===== src/verilog/eisn_pkg.sv =====
// Constants, encodings and register map of the external pin interrupt sense block
package eisn_pkg;

    ////////////////////////////////////////////////////////////////////////////////
    // Register byte addresses on the AHB-Lite bus
    localparam logic [7:0] ADDR_SENSE = 8'h00;
    localparam logic [7:0] ADDR_STATUS = 8'h04;
    localparam logic [7:0] ADDR_CTRL = 8'h08;
    localparam logic [7:0] ADDR_FLAGS = 8'h0c;
    localparam logic [7:0] ADDR_PSW = 8'h10;

    ////////////////////////////////////////////////////////////////////////////////
    // Field positions
    localparam int SENSE_A_LO = 0;
    localparam int SENSE_A_HI = 1;
    localparam int SENSE_B_LO = 2;
    localparam int SENSE_B_HI = 3;
    localparam int SENSE_C_EDGE = 6;
    localparam int EN_A = 6;
    localparam int EN_B = 7;
    localparam int EN_C = 5;
    localparam int FLAG_A = 6;
    localparam int FLAG_B = 7;
    localparam int FLAG_C = 5;
    localparam int PSW_GIE = 7;

    ////////////////////////////////////////////////////////////////////////////////
    // Reset values and writable masks
    localparam logic [7:0] RESET_VALUE = 8'h00;
    localparam logic [7:0] MASK_SENSE = 8'h0f;
    localparam logic [7:0] MASK_STATUS = 8'h40;
    localparam logic [7:0] MASK_CTRL = 8'he0;
    localparam logic [7:0] MASK_PSW = 8'h80;

    ////////////////////////////////////////////////////////////////////////////////
    // Timing
    localparam int CLK_PERIOD_NS = 8;
    localparam int WDT_PERIOD_NS = 1000;
    localparam int WDT_TICK_CYCLES = WDT_PERIOD_NS / CLK_PERIOD_NS;
    localparam logic [7:0] WDT_TICK_LAST = 8'(WDT_TICK_CYCLES - 1);
    localparam int STARTUP_DEFAULT = 1024;

    ////////////////////////////////////////////////////////////////////////////////
    // Encodings
    typedef enum logic [1:0]
    {
        EISN_LOW = 2'b00,
        EISN_ANY = 2'b01,
        EISN_FALL = 2'b10,
        EISN_RISE = 2'b11
    } eisn_sense_e;

    typedef enum logic [1:0]
    {
        EISN_W_IDLE = 2'b00,
        EISN_W_ONE = 2'b01,
        EISN_W_START = 2'b10
    } eisn_wake_e;

endpackage : eisn_pkg


===== src/verilog/eisn_pin_sync.sv =====
// Two-stage pin synchroniser followed by a previous-value register
module eisn_pin_sync
(
    input wire logic ref_clk_in,
    input wire logic rstn_in,
    input wire logic pin_in,
    output logic lvl_out,
    output logic prev_out
);

    logic meta;

    // Meta is read only by lvl_out
    always_ff @(posedge ref_clk_in)
    begin
        if (!rstn_in)
        begin
            meta <= 1'b1;
            lvl_out <= 1'b1;
            prev_out <= 1'b1;
        end
        else
        begin
            meta <= pin_in;
            lvl_out <= meta;
            prev_out <= lvl_out;
        end
    end

endmodule : eisn_pin_sync


===== src/verilog/eisn_wake_sampler.sv =====
// Power-down wake sampler for a level-sensed pin: two ticks, then start-up wait
module eisn_wake_sampler
    import eisn_pkg::*;
#(
    parameter int STARTUP_CYCLES = STARTUP_DEFAULT
)
(
    input wire logic ref_clk_in,
    input wire logic rstn_in,
    input wire logic tick_in,
    input wire logic arm_in,
    input wire logic low_in,
    output logic wake_out,
    output logic busy_out
);

    eisn_wake_e state;
    eisn_wake_e next_state;
    logic [15:0] cnt;
    logic [15:0] next_cnt;
    logic next_wake;

    always_comb
    begin
        next_state = state;
        next_cnt = cnt;
        next_wake = 1'b0;
        case (state)
            EISN_W_IDLE:
            begin
                if (arm_in && tick_in && low_in)
                begin
                    next_state = EISN_W_ONE;
                end
            end
            EISN_W_ONE:
            begin
                // Second watchdog sample decides; a lost level means noise
                if (!arm_in || (tick_in && !low_in))
                begin
                    next_state = EISN_W_IDLE;
                end
                else if (tick_in)
                begin
                    next_state = EISN_W_START;
                    next_wake = 1'b1;
                    next_cnt = 16'(STARTUP_CYCLES - 1);
                end
            end
            EISN_W_START:
            begin
                // Wake stands even if the level vanishes; the request is
                // only raised by the caller if the pin is still low after
                if (cnt == 16'h0000)
                begin
                    next_state = EISN_W_IDLE;
                end
                else
                begin
                    next_cnt = cnt - 16'h0001;
                end
            end
            default:
            begin
                next_state = EISN_W_IDLE;
            end
        endcase
    end

    always_ff @(posedge ref_clk_in)
    begin
        if (!rstn_in)
        begin
            state <= EISN_W_IDLE;
            cnt <= 16'h0000;
            wake_out <= 1'b0;
        end
        else
        begin
            state <= next_state;
            cnt <= next_cnt;
            wake_out <= next_wake;
        end
    end

    assign busy_out = (state == EISN_W_START);

endmodule : eisn_wake_sampler


===== src/verilog/eisn_top.sv =====
// External pin interrupt sense block with AHB-Lite register slave
//
// Notes on behaviour
// Pins trigger even when configured as outputs.
// Pin c edge only; a, b level or edge.
// Level mode requests while pin stays low.
// Pin a, b edges need running I/O clock.
// Level and pin c edge work without I/O clock.
// Power-down level wake sampled twice, 1 us ticks.
// Level gone after start-up: wake, no request.
// Pin b sense field bits 3:2, four encodings.
// Pin a sense field bits 1:0, same encodings.
// Sample pins before edge detection; long pulses caught.
// Source holds level until instruction completes.
// Request needs global and per-pin enable.
// Status bit 6 picks pin c falling or rising.
// Pin c edges of 50 ns caught.
// Changing pin c sense may raise spurious request.
// Software disables, changes sense, clears, re-enables.
// Flags set by events, cleared by ack or one.
// Level-mode flags of pins a, b read zero.
// Enables a, b, c at bits 6, 7, 5.
// Synchroniser then previous-value compare for edges.
module eisn_top
    import eisn_pkg::*;
#(
    parameter int STARTUP_CYCLES = STARTUP_DEFAULT
)
(
    input wire logic ref_clk_in,
    input wire logic rstn_in,
    input wire logic hsel_in,
    input wire logic [31:0] haddr_in,
    input wire logic [1:0] htrans_in,
    input wire logic hwrite_in,
    input wire logic [2:0] hsize_in,
    input wire logic [31:0] hwdata_in,
    input wire logic hready_in,
    output logic [31:0] hrdata_out,
    output logic hreadyout_out,
    output logic hresp_out,
    input wire logic ext_irq_pin_a_in,
    input wire logic ext_irq_pin_b_in,
    input wire logic ext_irq_pin_c_in,
    input wire logic io_clk_run_in,
    input wire logic power_down_in,
    input wire logic [2:0] irq_ack_in,
    output logic [2:0] irq_req_out,
    output logic wake_out
);

    ////////////////////////////////////////////////////////////////////////////////
    // Registers and state

    logic [7:0] cpu_control_sense;
    logic [7:0] cpu_control_status;
    logic [7:0] general_irq_control;
    logic [7:0] processor_status_word;
    logic [2:0] flag;
    logic [2:0] next_flag;
    logic dp_wr;
    logic dp_rd;
    logic [7:0] dp_addr;
    logic sense_c_q;
    logic [7:0] tick_cnt;
    logic tick;

    ////////////////////////////////////////////////////////////////////////////////
    // Pin synchronisers; pin direction is never consulted, so an output pin
    // still reaches the detectors

    logic [2:0] pin_raw;
    logic [2:0] pin_lvl;
    logic [2:0] pin_prev;

    assign pin_raw = {ext_irq_pin_c_in, ext_irq_pin_b_in, ext_irq_pin_a_in};

    genvar gi;
    generate
        for (gi = 0; gi < 3; gi++)
        begin : g_sync
            eisn_pin_sync u_sync
            (
                .ref_clk_in(ref_clk_in),
                .rstn_in(rstn_in),
                .pin_in(pin_raw[gi]),
                .lvl_out(pin_lvl[gi]),
                .prev_out(pin_prev[gi])
            );
        end
    endgenerate

    ////////////////////////////////////////////////////////////////////////////////
    // Watchdog-rate tick, one cycle in every WDT_TICK_CYCLES

    always_ff @(posedge ref_clk_in)
    begin
        if (!rstn_in)
        begin
            tick_cnt <= 8'h00;
            tick <= 1'b0;
        end
        else
        begin
            tick <= (tick_cnt == WDT_TICK_LAST);
            tick_cnt <= (tick_cnt == WDT_TICK_LAST) ? 8'h00 : tick_cnt + 8'h01;
        end
    end

    ////////////////////////////////////////////////////////////////////////////////
    // Enables and sense selection

    wire gie = processor_status_word[PSW_GIE];
    wire [2:0] pin_en = {general_irq_control[EN_C], general_irq_control[EN_B],
        general_irq_control[EN_A]};
    wire sense_c = cpu_control_status[SENSE_C_EDGE];

    eisn_sense_e mode [2];
    assign mode[0] = eisn_sense_e'({cpu_control_sense[SENSE_A_HI],
        cpu_control_sense[SENSE_A_LO]});
    assign mode[1] = eisn_sense_e'({cpu_control_sense[SENSE_B_HI],
        cpu_control_sense[SENSE_B_LO]});

    ////////////////////////////////////////////////////////////////////////////////
    // Pins a and b: clocked edge detect, asynchronous-style level path

    logic [1:0] is_level;
    logic [1:0] edge_hit;
    logic [1:0] level_req;
    logic [1:0] wake_ab;
    logic [1:0] wake_busy;

    generate
        for (gi = 0; gi < 2; gi++)
        begin : g_ab
            wire chg = pin_lvl[gi] ^ pin_prev[gi];
            wire fall = pin_prev[gi] & ~pin_lvl[gi];
            wire rise = ~pin_prev[gi] & pin_lvl[gi];
            wire any_hit = (mode[gi] == EISN_ANY) & chg;
            wire fall_hit = (mode[gi] == EISN_FALL) & fall;
            wire rise_hit = (mode[gi] == EISN_RISE) & rise;

            assign is_level[gi] = (mode[gi] == EISN_LOW);
            // Without the I/O clock the edge logic sees nothing
            assign edge_hit[gi] = io_clk_run_in & (any_hit | fall_hit | rise_hit);
            // Held off in power-down and during start-up so a level that
            // vanishes before start-up ends raises no request
            assign level_req[gi] = is_level[gi] & ~pin_lvl[gi] & ~power_down_in
                & ~wake_busy[gi];

            eisn_wake_sampler #(
                .STARTUP_CYCLES(STARTUP_CYCLES)
            ) u_wake
            (
                .ref_clk_in(ref_clk_in),
                .rstn_in(rstn_in),
                .tick_in(tick),
                .arm_in(power_down_in & is_level[gi] & pin_en[gi]),
                .low_in(~pin_lvl[gi]),
                .wake_out(wake_ab[gi]),
                .busy_out(wake_busy[gi])
            );
        end
    endgenerate

    ////////////////////////////////////////////////////////////////////////////////
    // Pin c: edge only, works with the I/O clock stopped. Polarity uses the
    // previous sense value, so a sense change alone can look like an edge.

    wire c_pol_now = pin_lvl[2] ^ sense_c;
    wire c_pol_prev = pin_prev[2] ^ sense_c_q;
    wire c_hit = c_pol_prev & ~c_pol_now;

    ////////////////////////////////////////////////////////////////////////////////
    // AHB-Lite slave decode

    wire ahb_go = hsel_in & htrans_in[1] & hready_in;
    wire wr_sense = dp_wr & (dp_addr == ADDR_SENSE);
    wire wr_status = dp_wr & (dp_addr == ADDR_STATUS);
    wire wr_ctrl = dp_wr & (dp_addr == ADDR_CTRL);
    wire wr_flags = dp_wr & (dp_addr == ADDR_FLAGS);
    wire wr_psw = dp_wr & (dp_addr == ADDR_PSW);
    wire [7:0] wdat = hwdata_in[7:0];

    wire [7:0] flag_view = {flag[1], flag[0], flag[2], 5'h00};
    wire [7:0] rd_byte;
    assign rd_byte = (dp_addr == ADDR_SENSE) ? cpu_control_sense
        : (dp_addr == ADDR_STATUS) ? cpu_control_status
        : (dp_addr == ADDR_CTRL) ? general_irq_control
        : (dp_addr == ADDR_FLAGS) ? flag_view
        : (dp_addr == ADDR_PSW) ? processor_status_word
        : 8'h00;

    always_ff @(posedge ref_clk_in)
    begin
        if (!rstn_in)
        begin
            dp_wr <= 1'b0;
            dp_rd <= 1'b0;
            dp_addr <= 8'h00;
            hreadyout_out <= 1'b1;
            hrdata_out <= 32'h0000_0000;
            hresp_out <= 1'b0;
        end
        else if (!hreadyout_out)
        begin
            // Read wait state: data is taken after any write just before it
            hrdata_out <= {24'h00_0000, rd_byte};
            hreadyout_out <= 1'b1;
            dp_rd <= 1'b0;
        end
        else
        begin
            dp_wr <= ahb_go & hwrite_in;
            dp_rd <= ahb_go & ~hwrite_in;
            hreadyout_out <= ~(ahb_go & ~hwrite_in);
            if (ahb_go)
            begin
                dp_addr <= {haddr_in[7:2], 2'b00};
            end
        end
    end

    ////////////////////////////////////////////////////////////////////////////////
    // Control registers

    always_ff @(posedge ref_clk_in)
    begin
        if (!rstn_in)
        begin
            cpu_control_sense <= RESET_VALUE;
            cpu_control_status <= RESET_VALUE;
            general_irq_control <= RESET_VALUE;
            processor_status_word <= RESET_VALUE;
            sense_c_q <= 1'b0;
        end
        else
        begin
            if (wr_sense)
            begin
                cpu_control_sense <= wdat & MASK_SENSE;
            end
            if (wr_status)
            begin
                cpu_control_status <= wdat & MASK_STATUS;
            end
            if (wr_ctrl)
            begin
                general_irq_control <= wdat & MASK_CTRL;
            end
            if (wr_psw)
            begin
                processor_status_word <= wdat & MASK_PSW;
            end
            sense_c_q <= sense_c;
        end
    end

    ////////////////////////////////////////////////////////////////////////////////
    // Flags: a new event wins over a clear in the same cycle

    wire [2:0] flag_set = {c_hit, edge_hit & ~is_level};
    wire [2:0] w1c = wr_flags ? {wdat[FLAG_C], wdat[FLAG_B], wdat[FLAG_A]} : 3'b000;
    wire [2:0] flag_clr = irq_ack_in | w1c;
    wire [2:0] flag_keep = {1'b1, ~is_level};

    generate
        for (gi = 0; gi < 3; gi++)
        begin : g_flag
            assign next_flag[gi] = ((flag[gi] & ~flag_clr[gi]) | flag_set[gi])
                & flag_keep[gi];
        end
    endgenerate

    always_ff @(posedge ref_clk_in)
    begin
        if (!rstn_in)
        begin
            flag <= 3'b000;
        end
        else
        begin
            flag <= next_flag;
        end
    end

    ////////////////////////////////////////////////////////////////////////////////
    // Requests and wake

    wire [2:0] req_src = flag | {1'b0, level_req};
    wire c_wake = c_hit & pin_en[2] & power_down_in;

    always_ff @(posedge ref_clk_in)
    begin
        if (!rstn_in)
        begin
            irq_req_out <= 3'b000;
            wake_out <= 1'b0;
        end
        else
        begin
            irq_req_out <= req_src & pin_en & {3{gie}};
            wake_out <= (|wake_ab) | c_wake;
        end
    end

endmodule : eisn_top


===== config.mk =====
export PLATFORM = sky130hd
export DESIGN_NAME = eisn_top
export DESIGN_NICKNAME = d
export VERILOG_FILES = /design/src/verilog/eisn_pkg.sv /design/src/verilog/eisn_pin_sync.sv /design/src/verilog/eisn_wake_sampler.sv /design/src/verilog/eisn_top.sv
export SDC_FILE = /design/constraint.sdc
export NUM_CORES = 1
export LEC_CHECK = 0
export BUFFER_PORTS_ARGS = -buffer_cell sky130_fd_sc_hd__buf_2
export CAP_MARGIN = 20
export CORE_MARGIN = 5
export CORE_UTILIZATION = 56
export DETAILED_ROUTE_END_ITERATION = 7
export PLACE_DENSITY = 0.87
export RECOVER_POWER = 50
export SETUP_SLACK_MARGIN = 0.3
export SLEW_MARGIN = 20
export SYNTH_ARGS = -nofsm -noshare
export SYNTH_HDL_FRONTEND = slang
export SYNTH_SLANG_ARGS = --single-unit

===== constraint.sdc =====
create_clock -name ref_clk_in -period 4.07 [get_ports ref_clk_in]
set_input_delay 0 -clock ref_clk_in [delete_from_list [all_inputs] [get_ports ref_clk_in]]
set_output_delay 0 -clock ref_clk_in [all_outputs]
set_load 0.01 [all_outputs]

Word level (Yosys, flattened, before mapping)
Cells that the tools add are included.
{"block": "op_classes", "eq_ne": 27, "mux": 23, "magnitude_cmp": 0, "div_mod_pow": 0, "n_reduce_logical": 29, "n_bitwise": 73, "n_addsub": 3, "multipliers": 0, "n_shift": 0}
{"op": "16-bit two-way mux", "count": 5}
{"op": "16-bit one-hot mux with 2 select lines", "count": 2}
{"op": "8-bit two-way mux", "count": 5}
{"op": "1-bit AND", "count": 39}
{"op": "16-bit zero test", "count": 2}
{"op": "16-bit by 1-bit subtractor with 16-bit output (second input constant)", "count": 2}
{"op": "2-bit inequality test (second input constant)", "count": 8}
{"op": "1-bit inverter", "count": 16}
{"op": "2-bit two-way mux", "count": 7}
{"op": "2-bit equality test (second input constant)", "count": 6}
{"op": "6-bit by 2-bit equality test with 1-bit output (second input constant)", "count": 2}
{"op": "2-bit one-hot mux with 3 select lines", "count": 2}
{"op": "8-bit by 1-bit adder with 8-bit output (second input constant)", "count": 1}
{"op": "2-bit by 1-bit equality test with 1-bit output (second input constant)", "count": 4}
{"op": "8-bit by 7-bit equality test with 1-bit output (second input constant)", "count": 1}
{"op": "2-bit zero test", "count": 4}
{"op": "8-bit zero test", "count": 1}
{"op": "1-bit OR", "count": 8}
{"op": "4-bit AND reduction", "count": 2}
{"op": "3-bit AND", "count": 2}
{"op": "6-bit by 1-bit equality test with 1-bit output (second input constant)", "count": 1}
{"op": "6-bit by 3-bit equality test with 1-bit output (second input constant)", "count": 1}
{"op": "1-bit logical AND", "count": 6}
{"op": "3-bit by 2-bit inequality test with 1-bit output (second input constant)", "count": 2}
{"op": "other kinds (15)", "count": 26}
{"block": "totals", "wordCells": 184, "register_bits": 89, "mem_bits_ro": 0, "ramBits": 0, "n_memories": 0, "latch_bits": 0}

Depth between registers and ports, before layout
{"block": "depth", "word_depth": 9, "ltp_mapped": 7}

By module
Synthesis repeated with hierarchy kept, for this count alone.
{"block": "unflattened", "cells_unflattened": 495, "area_unflattened_um2": 4383.0}
{"module": "eisn_top", "instances": 1, "area_per_inst_um2": 2097.0, "cells_each": 245, "seq_area_each_um2": 820.8}
{"module": "eisn_wake_sampler", "instances": 2, "area_per_inst_um2": 1024.7, "cells_each": 116, "seq_area_each_um2": 380.4}
{"module": "eisn_pin_sync", "instances": 3, "area_per_inst_um2": 78.8, "cells_each": 6, "seq_area_each_um2": 60.1}

Worst setup path before layout
No wires, ideal clock.
{"block": "synth_timing", "path_type": "reg2reg", "start": "reg g_ab[0].u_wake.cnt[11]", "end": "reg g_ab[0].u_wake.cnt[4]", "arrival_ps": 1688, "path_slack_ps": 2263, "path_buffers": 0, "stages_incl_launch_ff": 5, "synth_period_minus_slack_ps": 1807, "required_time_ps": 3950, "path_cell_list": "dfxtp_1 -> or4_4 -> o41ai_4 -> nor3_1 -> o31a_1"}
{"block": "synth_between", "elab_chain_len": 3}
{"item": "start: declaration", "line": "eisn_wake_sampler.sv:19", "rtl": "logic [15:0] cnt;"}
{"item": "start signal: assignment", "line": "eisn_wake_sampler.sv:81", "rtl": "cnt <= next_cnt;"}
{"item": "16-bit zero test", "line": "eisn_wake_sampler.sv:54", "rtl": "if (cnt == 16'h0000)"}
{"item": "2-bit inequality test (no source line)"}
{"item": "4-bit AND reduction (no source line)"}
No other way between the ends.
A chain may end at the register's enable or synchronous reset.

Worst setup path after layout
{"block": "layout_timing", "start": "reg dp_addr[5]", "end": "reg flag[0]"}
{"block": "layout_between", "elab_chain_len": 8}
{"item": "start: declaration", "line": "eisn_top.sv:63", "rtl": "logic [7:0] dp_addr;"}
{"item": "start signal: assignment", "line": "eisn_top.sv:219", "rtl": "dp_addr <= {haddr_in[7:2], 2'b00};"}
{"item": "6-bit by 2-bit equality test with 1-bit output", "line": "eisn_top.sv:181", "rtl": "wire wr_flags = dp_wr & (dp_addr == ADDR_FLAGS);"}
{"item": "1-bit AND", "line": "eisn_top.sv:181"}
{"item": "3-bit two-way mux", "line": "eisn_top.sv:263", "rtl": "wire [2:0] w1c = wr_flags ? {wdat[FLAG_C], wdat[FLAG_B], wdat[FLAG_A]} : 3'b000;"}
{"item": "3-bit OR", "line": "eisn_top.sv:264", "rtl": "wire [2:0] flag_clr = irq_ack_in | w1c;"}
{"item": "1-bit inverter", "line": "eisn_top.sv:270", "rtl": "assign next_flag[gi] = ((flag[gi] & ~flag_clr[gi]) | flag_set[gi])"}
{"item": "1-bit AND", "line": "eisn_top.sv:270"}
{"item": "1-bit OR", "line": "eisn_top.sv:270"}
{"item": "1-bit AND", "line": "eisn_top.sv:271", "rtl": "& flag_keep[gi];"}
{"item": "end signal: assignment", "line": "eisn_top.sv:283", "rtl": "flag <= next_flag;"}
{"item": "end: declaration", "line": "eisn_top.sv:59", "rtl": "logic [2:0] flag;"}
No other way between the ends.

==> results.toml <==
[hold_path]
min_path_type = "primary input to flop"

[pwr]
p_per_area_nw_per_um2 = 318
p_switching_uw = 380
peakVddDrop_mv = 0.199
power_frac_clock_pct = 36.8
seqPwrFrac_pct = 57.6
intPower_mw = 1.15
p_sw_share_pct = 24.9
combinationalPowerShare_pct = 5.6
power_leakage_nw = 1.91

[synth]
avgSynthCellArea_sq_um = 8.96
synth.most_common_cell = "dfxtp_1"
syn_area_sq_um = 4270
synth_top_area_share_pct = 41.3
synth_area_leaders = "dfxtp_1 41%, buf_4 4.8%, nor2_1 3.7%"
synth-seq-cells = 88
synth.largest_area_cell = "dfxtp_1"
synth-main-ff-cell = "dfxtp_1"
yosysSeqAreaShare_pct = 41.3
synth_edf_count = 0
yosys_warnings = 0
yosysUniqueCellTypes = 61
postSynthCellCount = 476
async_flop_share_pct = 0
synth_commonest_cells = "88 x dfxtp_1, 42 x nor2_1, 30 x a21oi_1"

[clocking]
clk_latency_ns = 0.36
cts_tree = "done"
clkTransAtPathRegs_ns = 0.10
postCtsResizedCells = 0
cts.sink_count = 88
cts_root_buffer = "clkbuf_8"
cts_buffers = 9
cts_buffer_depth = 2
cts_max_level = 3

[grt]
grt_pass1_wl_mm = 16.4
grt_pass1_vias = 3642
grt_max_degree = 45
grt_use_total_pct = 20.5
antenna_found_initial = 0
overflow = 0

[routing]
via_per_inst = 5.84
wl_per_cell_microns = 15.0
first_pass_iters = 5
drt_iter0_drc = 207
drc_errors = 0
postRouteWirelength_mm = 9.47
vias = 3698
postRouteAntennaNets = 0

[die]
coreArea_sq_um = 7330
pin_count = 120
die_h_microns = 97.3
die_w_microns = 97.3
num_rows = 31
dieArea_sq_um = 9460
initial_utilization_pct = 58.2

[sta]
hold-worst-slack_ns = 0.0608
period_minus_slack_ns = 2.80
worst_slew_pin_slew_ns = 0.835
finalSetupViolations = 0
tns_ns = 0
skew_ns = 0.0126
rsz0062_at_grt = "false"
finalHoldViolations = 0
period_share_pct = 68.7
report.final.slew_viol_count = 0
clock.fmax_ghz = 0.358
slew_headroom_pct = 43.9

[placement]
dpl.hpwl_mm = 6.32
port_buffers = 38
place_congestion = 0.858
place_area_sq_um = 4410

[setup_path]
crit_slowest_cell = "nor3_1"
cp-end-kind = "flop"
critical_path_arrival_ns = 3.05
path_class = "flop to flop"
worstPathCellList = "nor3_1, and4_1, a211o_1, dlygate4sd3_1, o21ai_0, dlygate4sd3_1"
cp_common_cell = "dlygate4sd3_1"
cp.required_ns = 4.32
max_stage_delay_ns = 0.69
start_kind = "flop"
crit_fanout = 8

[finish]
n_antenna_cell = 0
area_growth_pct = 12.6
final_cell_area_sq_um = 4800
drive_above_1_share_pct = 11.4
nets = 619
fillers = 568

[run_status]
status = "complete, no violations"

[job]
cap_violations = 0
critical path, delay by kind of cell, from the launching register on:
family / cells / cell delay [ns]
flops: 1 / 0.32
compound gates: 2 / 0.21
simple gates: 2 / 1.07
buf+inv: 2 / 1.09
power groups by stage:
| stage | sequential, mW | combinational (mW) | clock (mW) |
|---|---|---|---|
| detailed placement | 0.900 | 0.0677 | 0 |
| floorplan | 0.896 | 0.0646 | 0 |
| global route | 0.882 | 0.0944 | 0.611 |
| CTS | 0.880 | 0.0828 | 0.567 |
| finish | 0.880 | 0.0851 | 0.562 |
| global placement | 0.899 | 0.0656 | 0 |
registers in the layout, indices dropped and copies added (netlist names), 2 cells and up:
register / flops
dp_addr: 6
cpu_control_sense: 4
g_sync.u_sync.prev_out: 3
tick_cnt: 8
g_ab.u_wake.wake_out: 2
flag: 3
general_irq_control: 3
g_ab.u_wake.cnt: 32
g_sync.u_sync.meta: 3
g_sync.u_sync.lvl_out: 3
irq_req_out: 3
g_ab.u_wake.state: 4
hrdata_out: 7
routing by layer:
layer	global-route usage (%)	up-vias	part of all wire, %
met2	34.8	116	50
met1	24.6	1743	43
met3	4.81	24	4.8
li1	-	1815	-
met4	9.48	0	2.4
met5	0	-	0
worst paths after layout:
check | start | endpoint | slack (ns) | depth (start not counted)
max | dp_addr[5] | flag[0] | 1.27 | 6
min | irq_ack_in[1] | flag[1] | 0.06 | 4
max reg2reg | dp_addr[5] | flag[0] | 1.27 | 6
min reg2reg | g_sync[1].u_sync.meta | g_sync[1].u_sync.lvl_out | 0.42 | 1
per-stage QoR:
stage                     setup WS (ns)  util [%]  std cells  power, mW
final                              1.27      65.5        633       1.53
after global routing               1.12      65.5        633       1.59
after CTS                          1.31      65.7        633       1.53
after detailed placement           1.73      60.2        595      0.968
after global placement             1.86      60.2        595      0.964
after floorplan                    2.26         -        501      0.960
cell type report:
| class | count | area [sq um] | share of cell area [%] |
|---|---|---|---|
| inverter | 15 | 56.3 | 1.17 |
| sequential | 88 | 1760 | 36.7 |
| multi-input combinational | 354 | 2270 | 47.4 |
| tap | 99 | 124 | 2.58 |
| timing repair buffer | 61 | 403 | 8.39 |
| clock inverter | 5 | 40.0 | 0.834 |
| clock buffer | 11 | 141 | 2.95 |
cells in the final DEF (no fill, tap or decap), types with 7 or more instances in the layout:
cell and n:
buf_2 26, nand3_1 10, nor3_1 14, or4_1 8, dfxtp_1 88, nand2b_1 15
mux2i_1 10, nand2_1 24, nor4_1 10, dlygate4sd3_1 22, clkbuf_1 13, conb_1 26
inv_1 14, a21oi_1 30, clkbuf_8 10, nand4_1 9, o21ai_0 11, nor2_1 42
o21a_1 7, ha_1 8, or3_1 9, a211oi_1 11, and3_1 7, and4_1 8
logic make-up after synthesis:
kind of cell	Yosys count	share of synthesized area (%)
compound gates	104	17.3
xor+xnor	8	1.64
simple gates	196	26.9
flops	88	41.3
other cells	1	0.0879
buf+inv	59	7.57
mux	12	2.87
fa+ha+maj	8	2.35
repair_timing:
| item | in CTS | in global routing |
|---|---|---|
| buffers inserted | 0 | 0 |
| hold buffers | 22 | 0 |
| hold endpoints to repair | 23 | 0 |
Power figures use the tool's default switching activity.
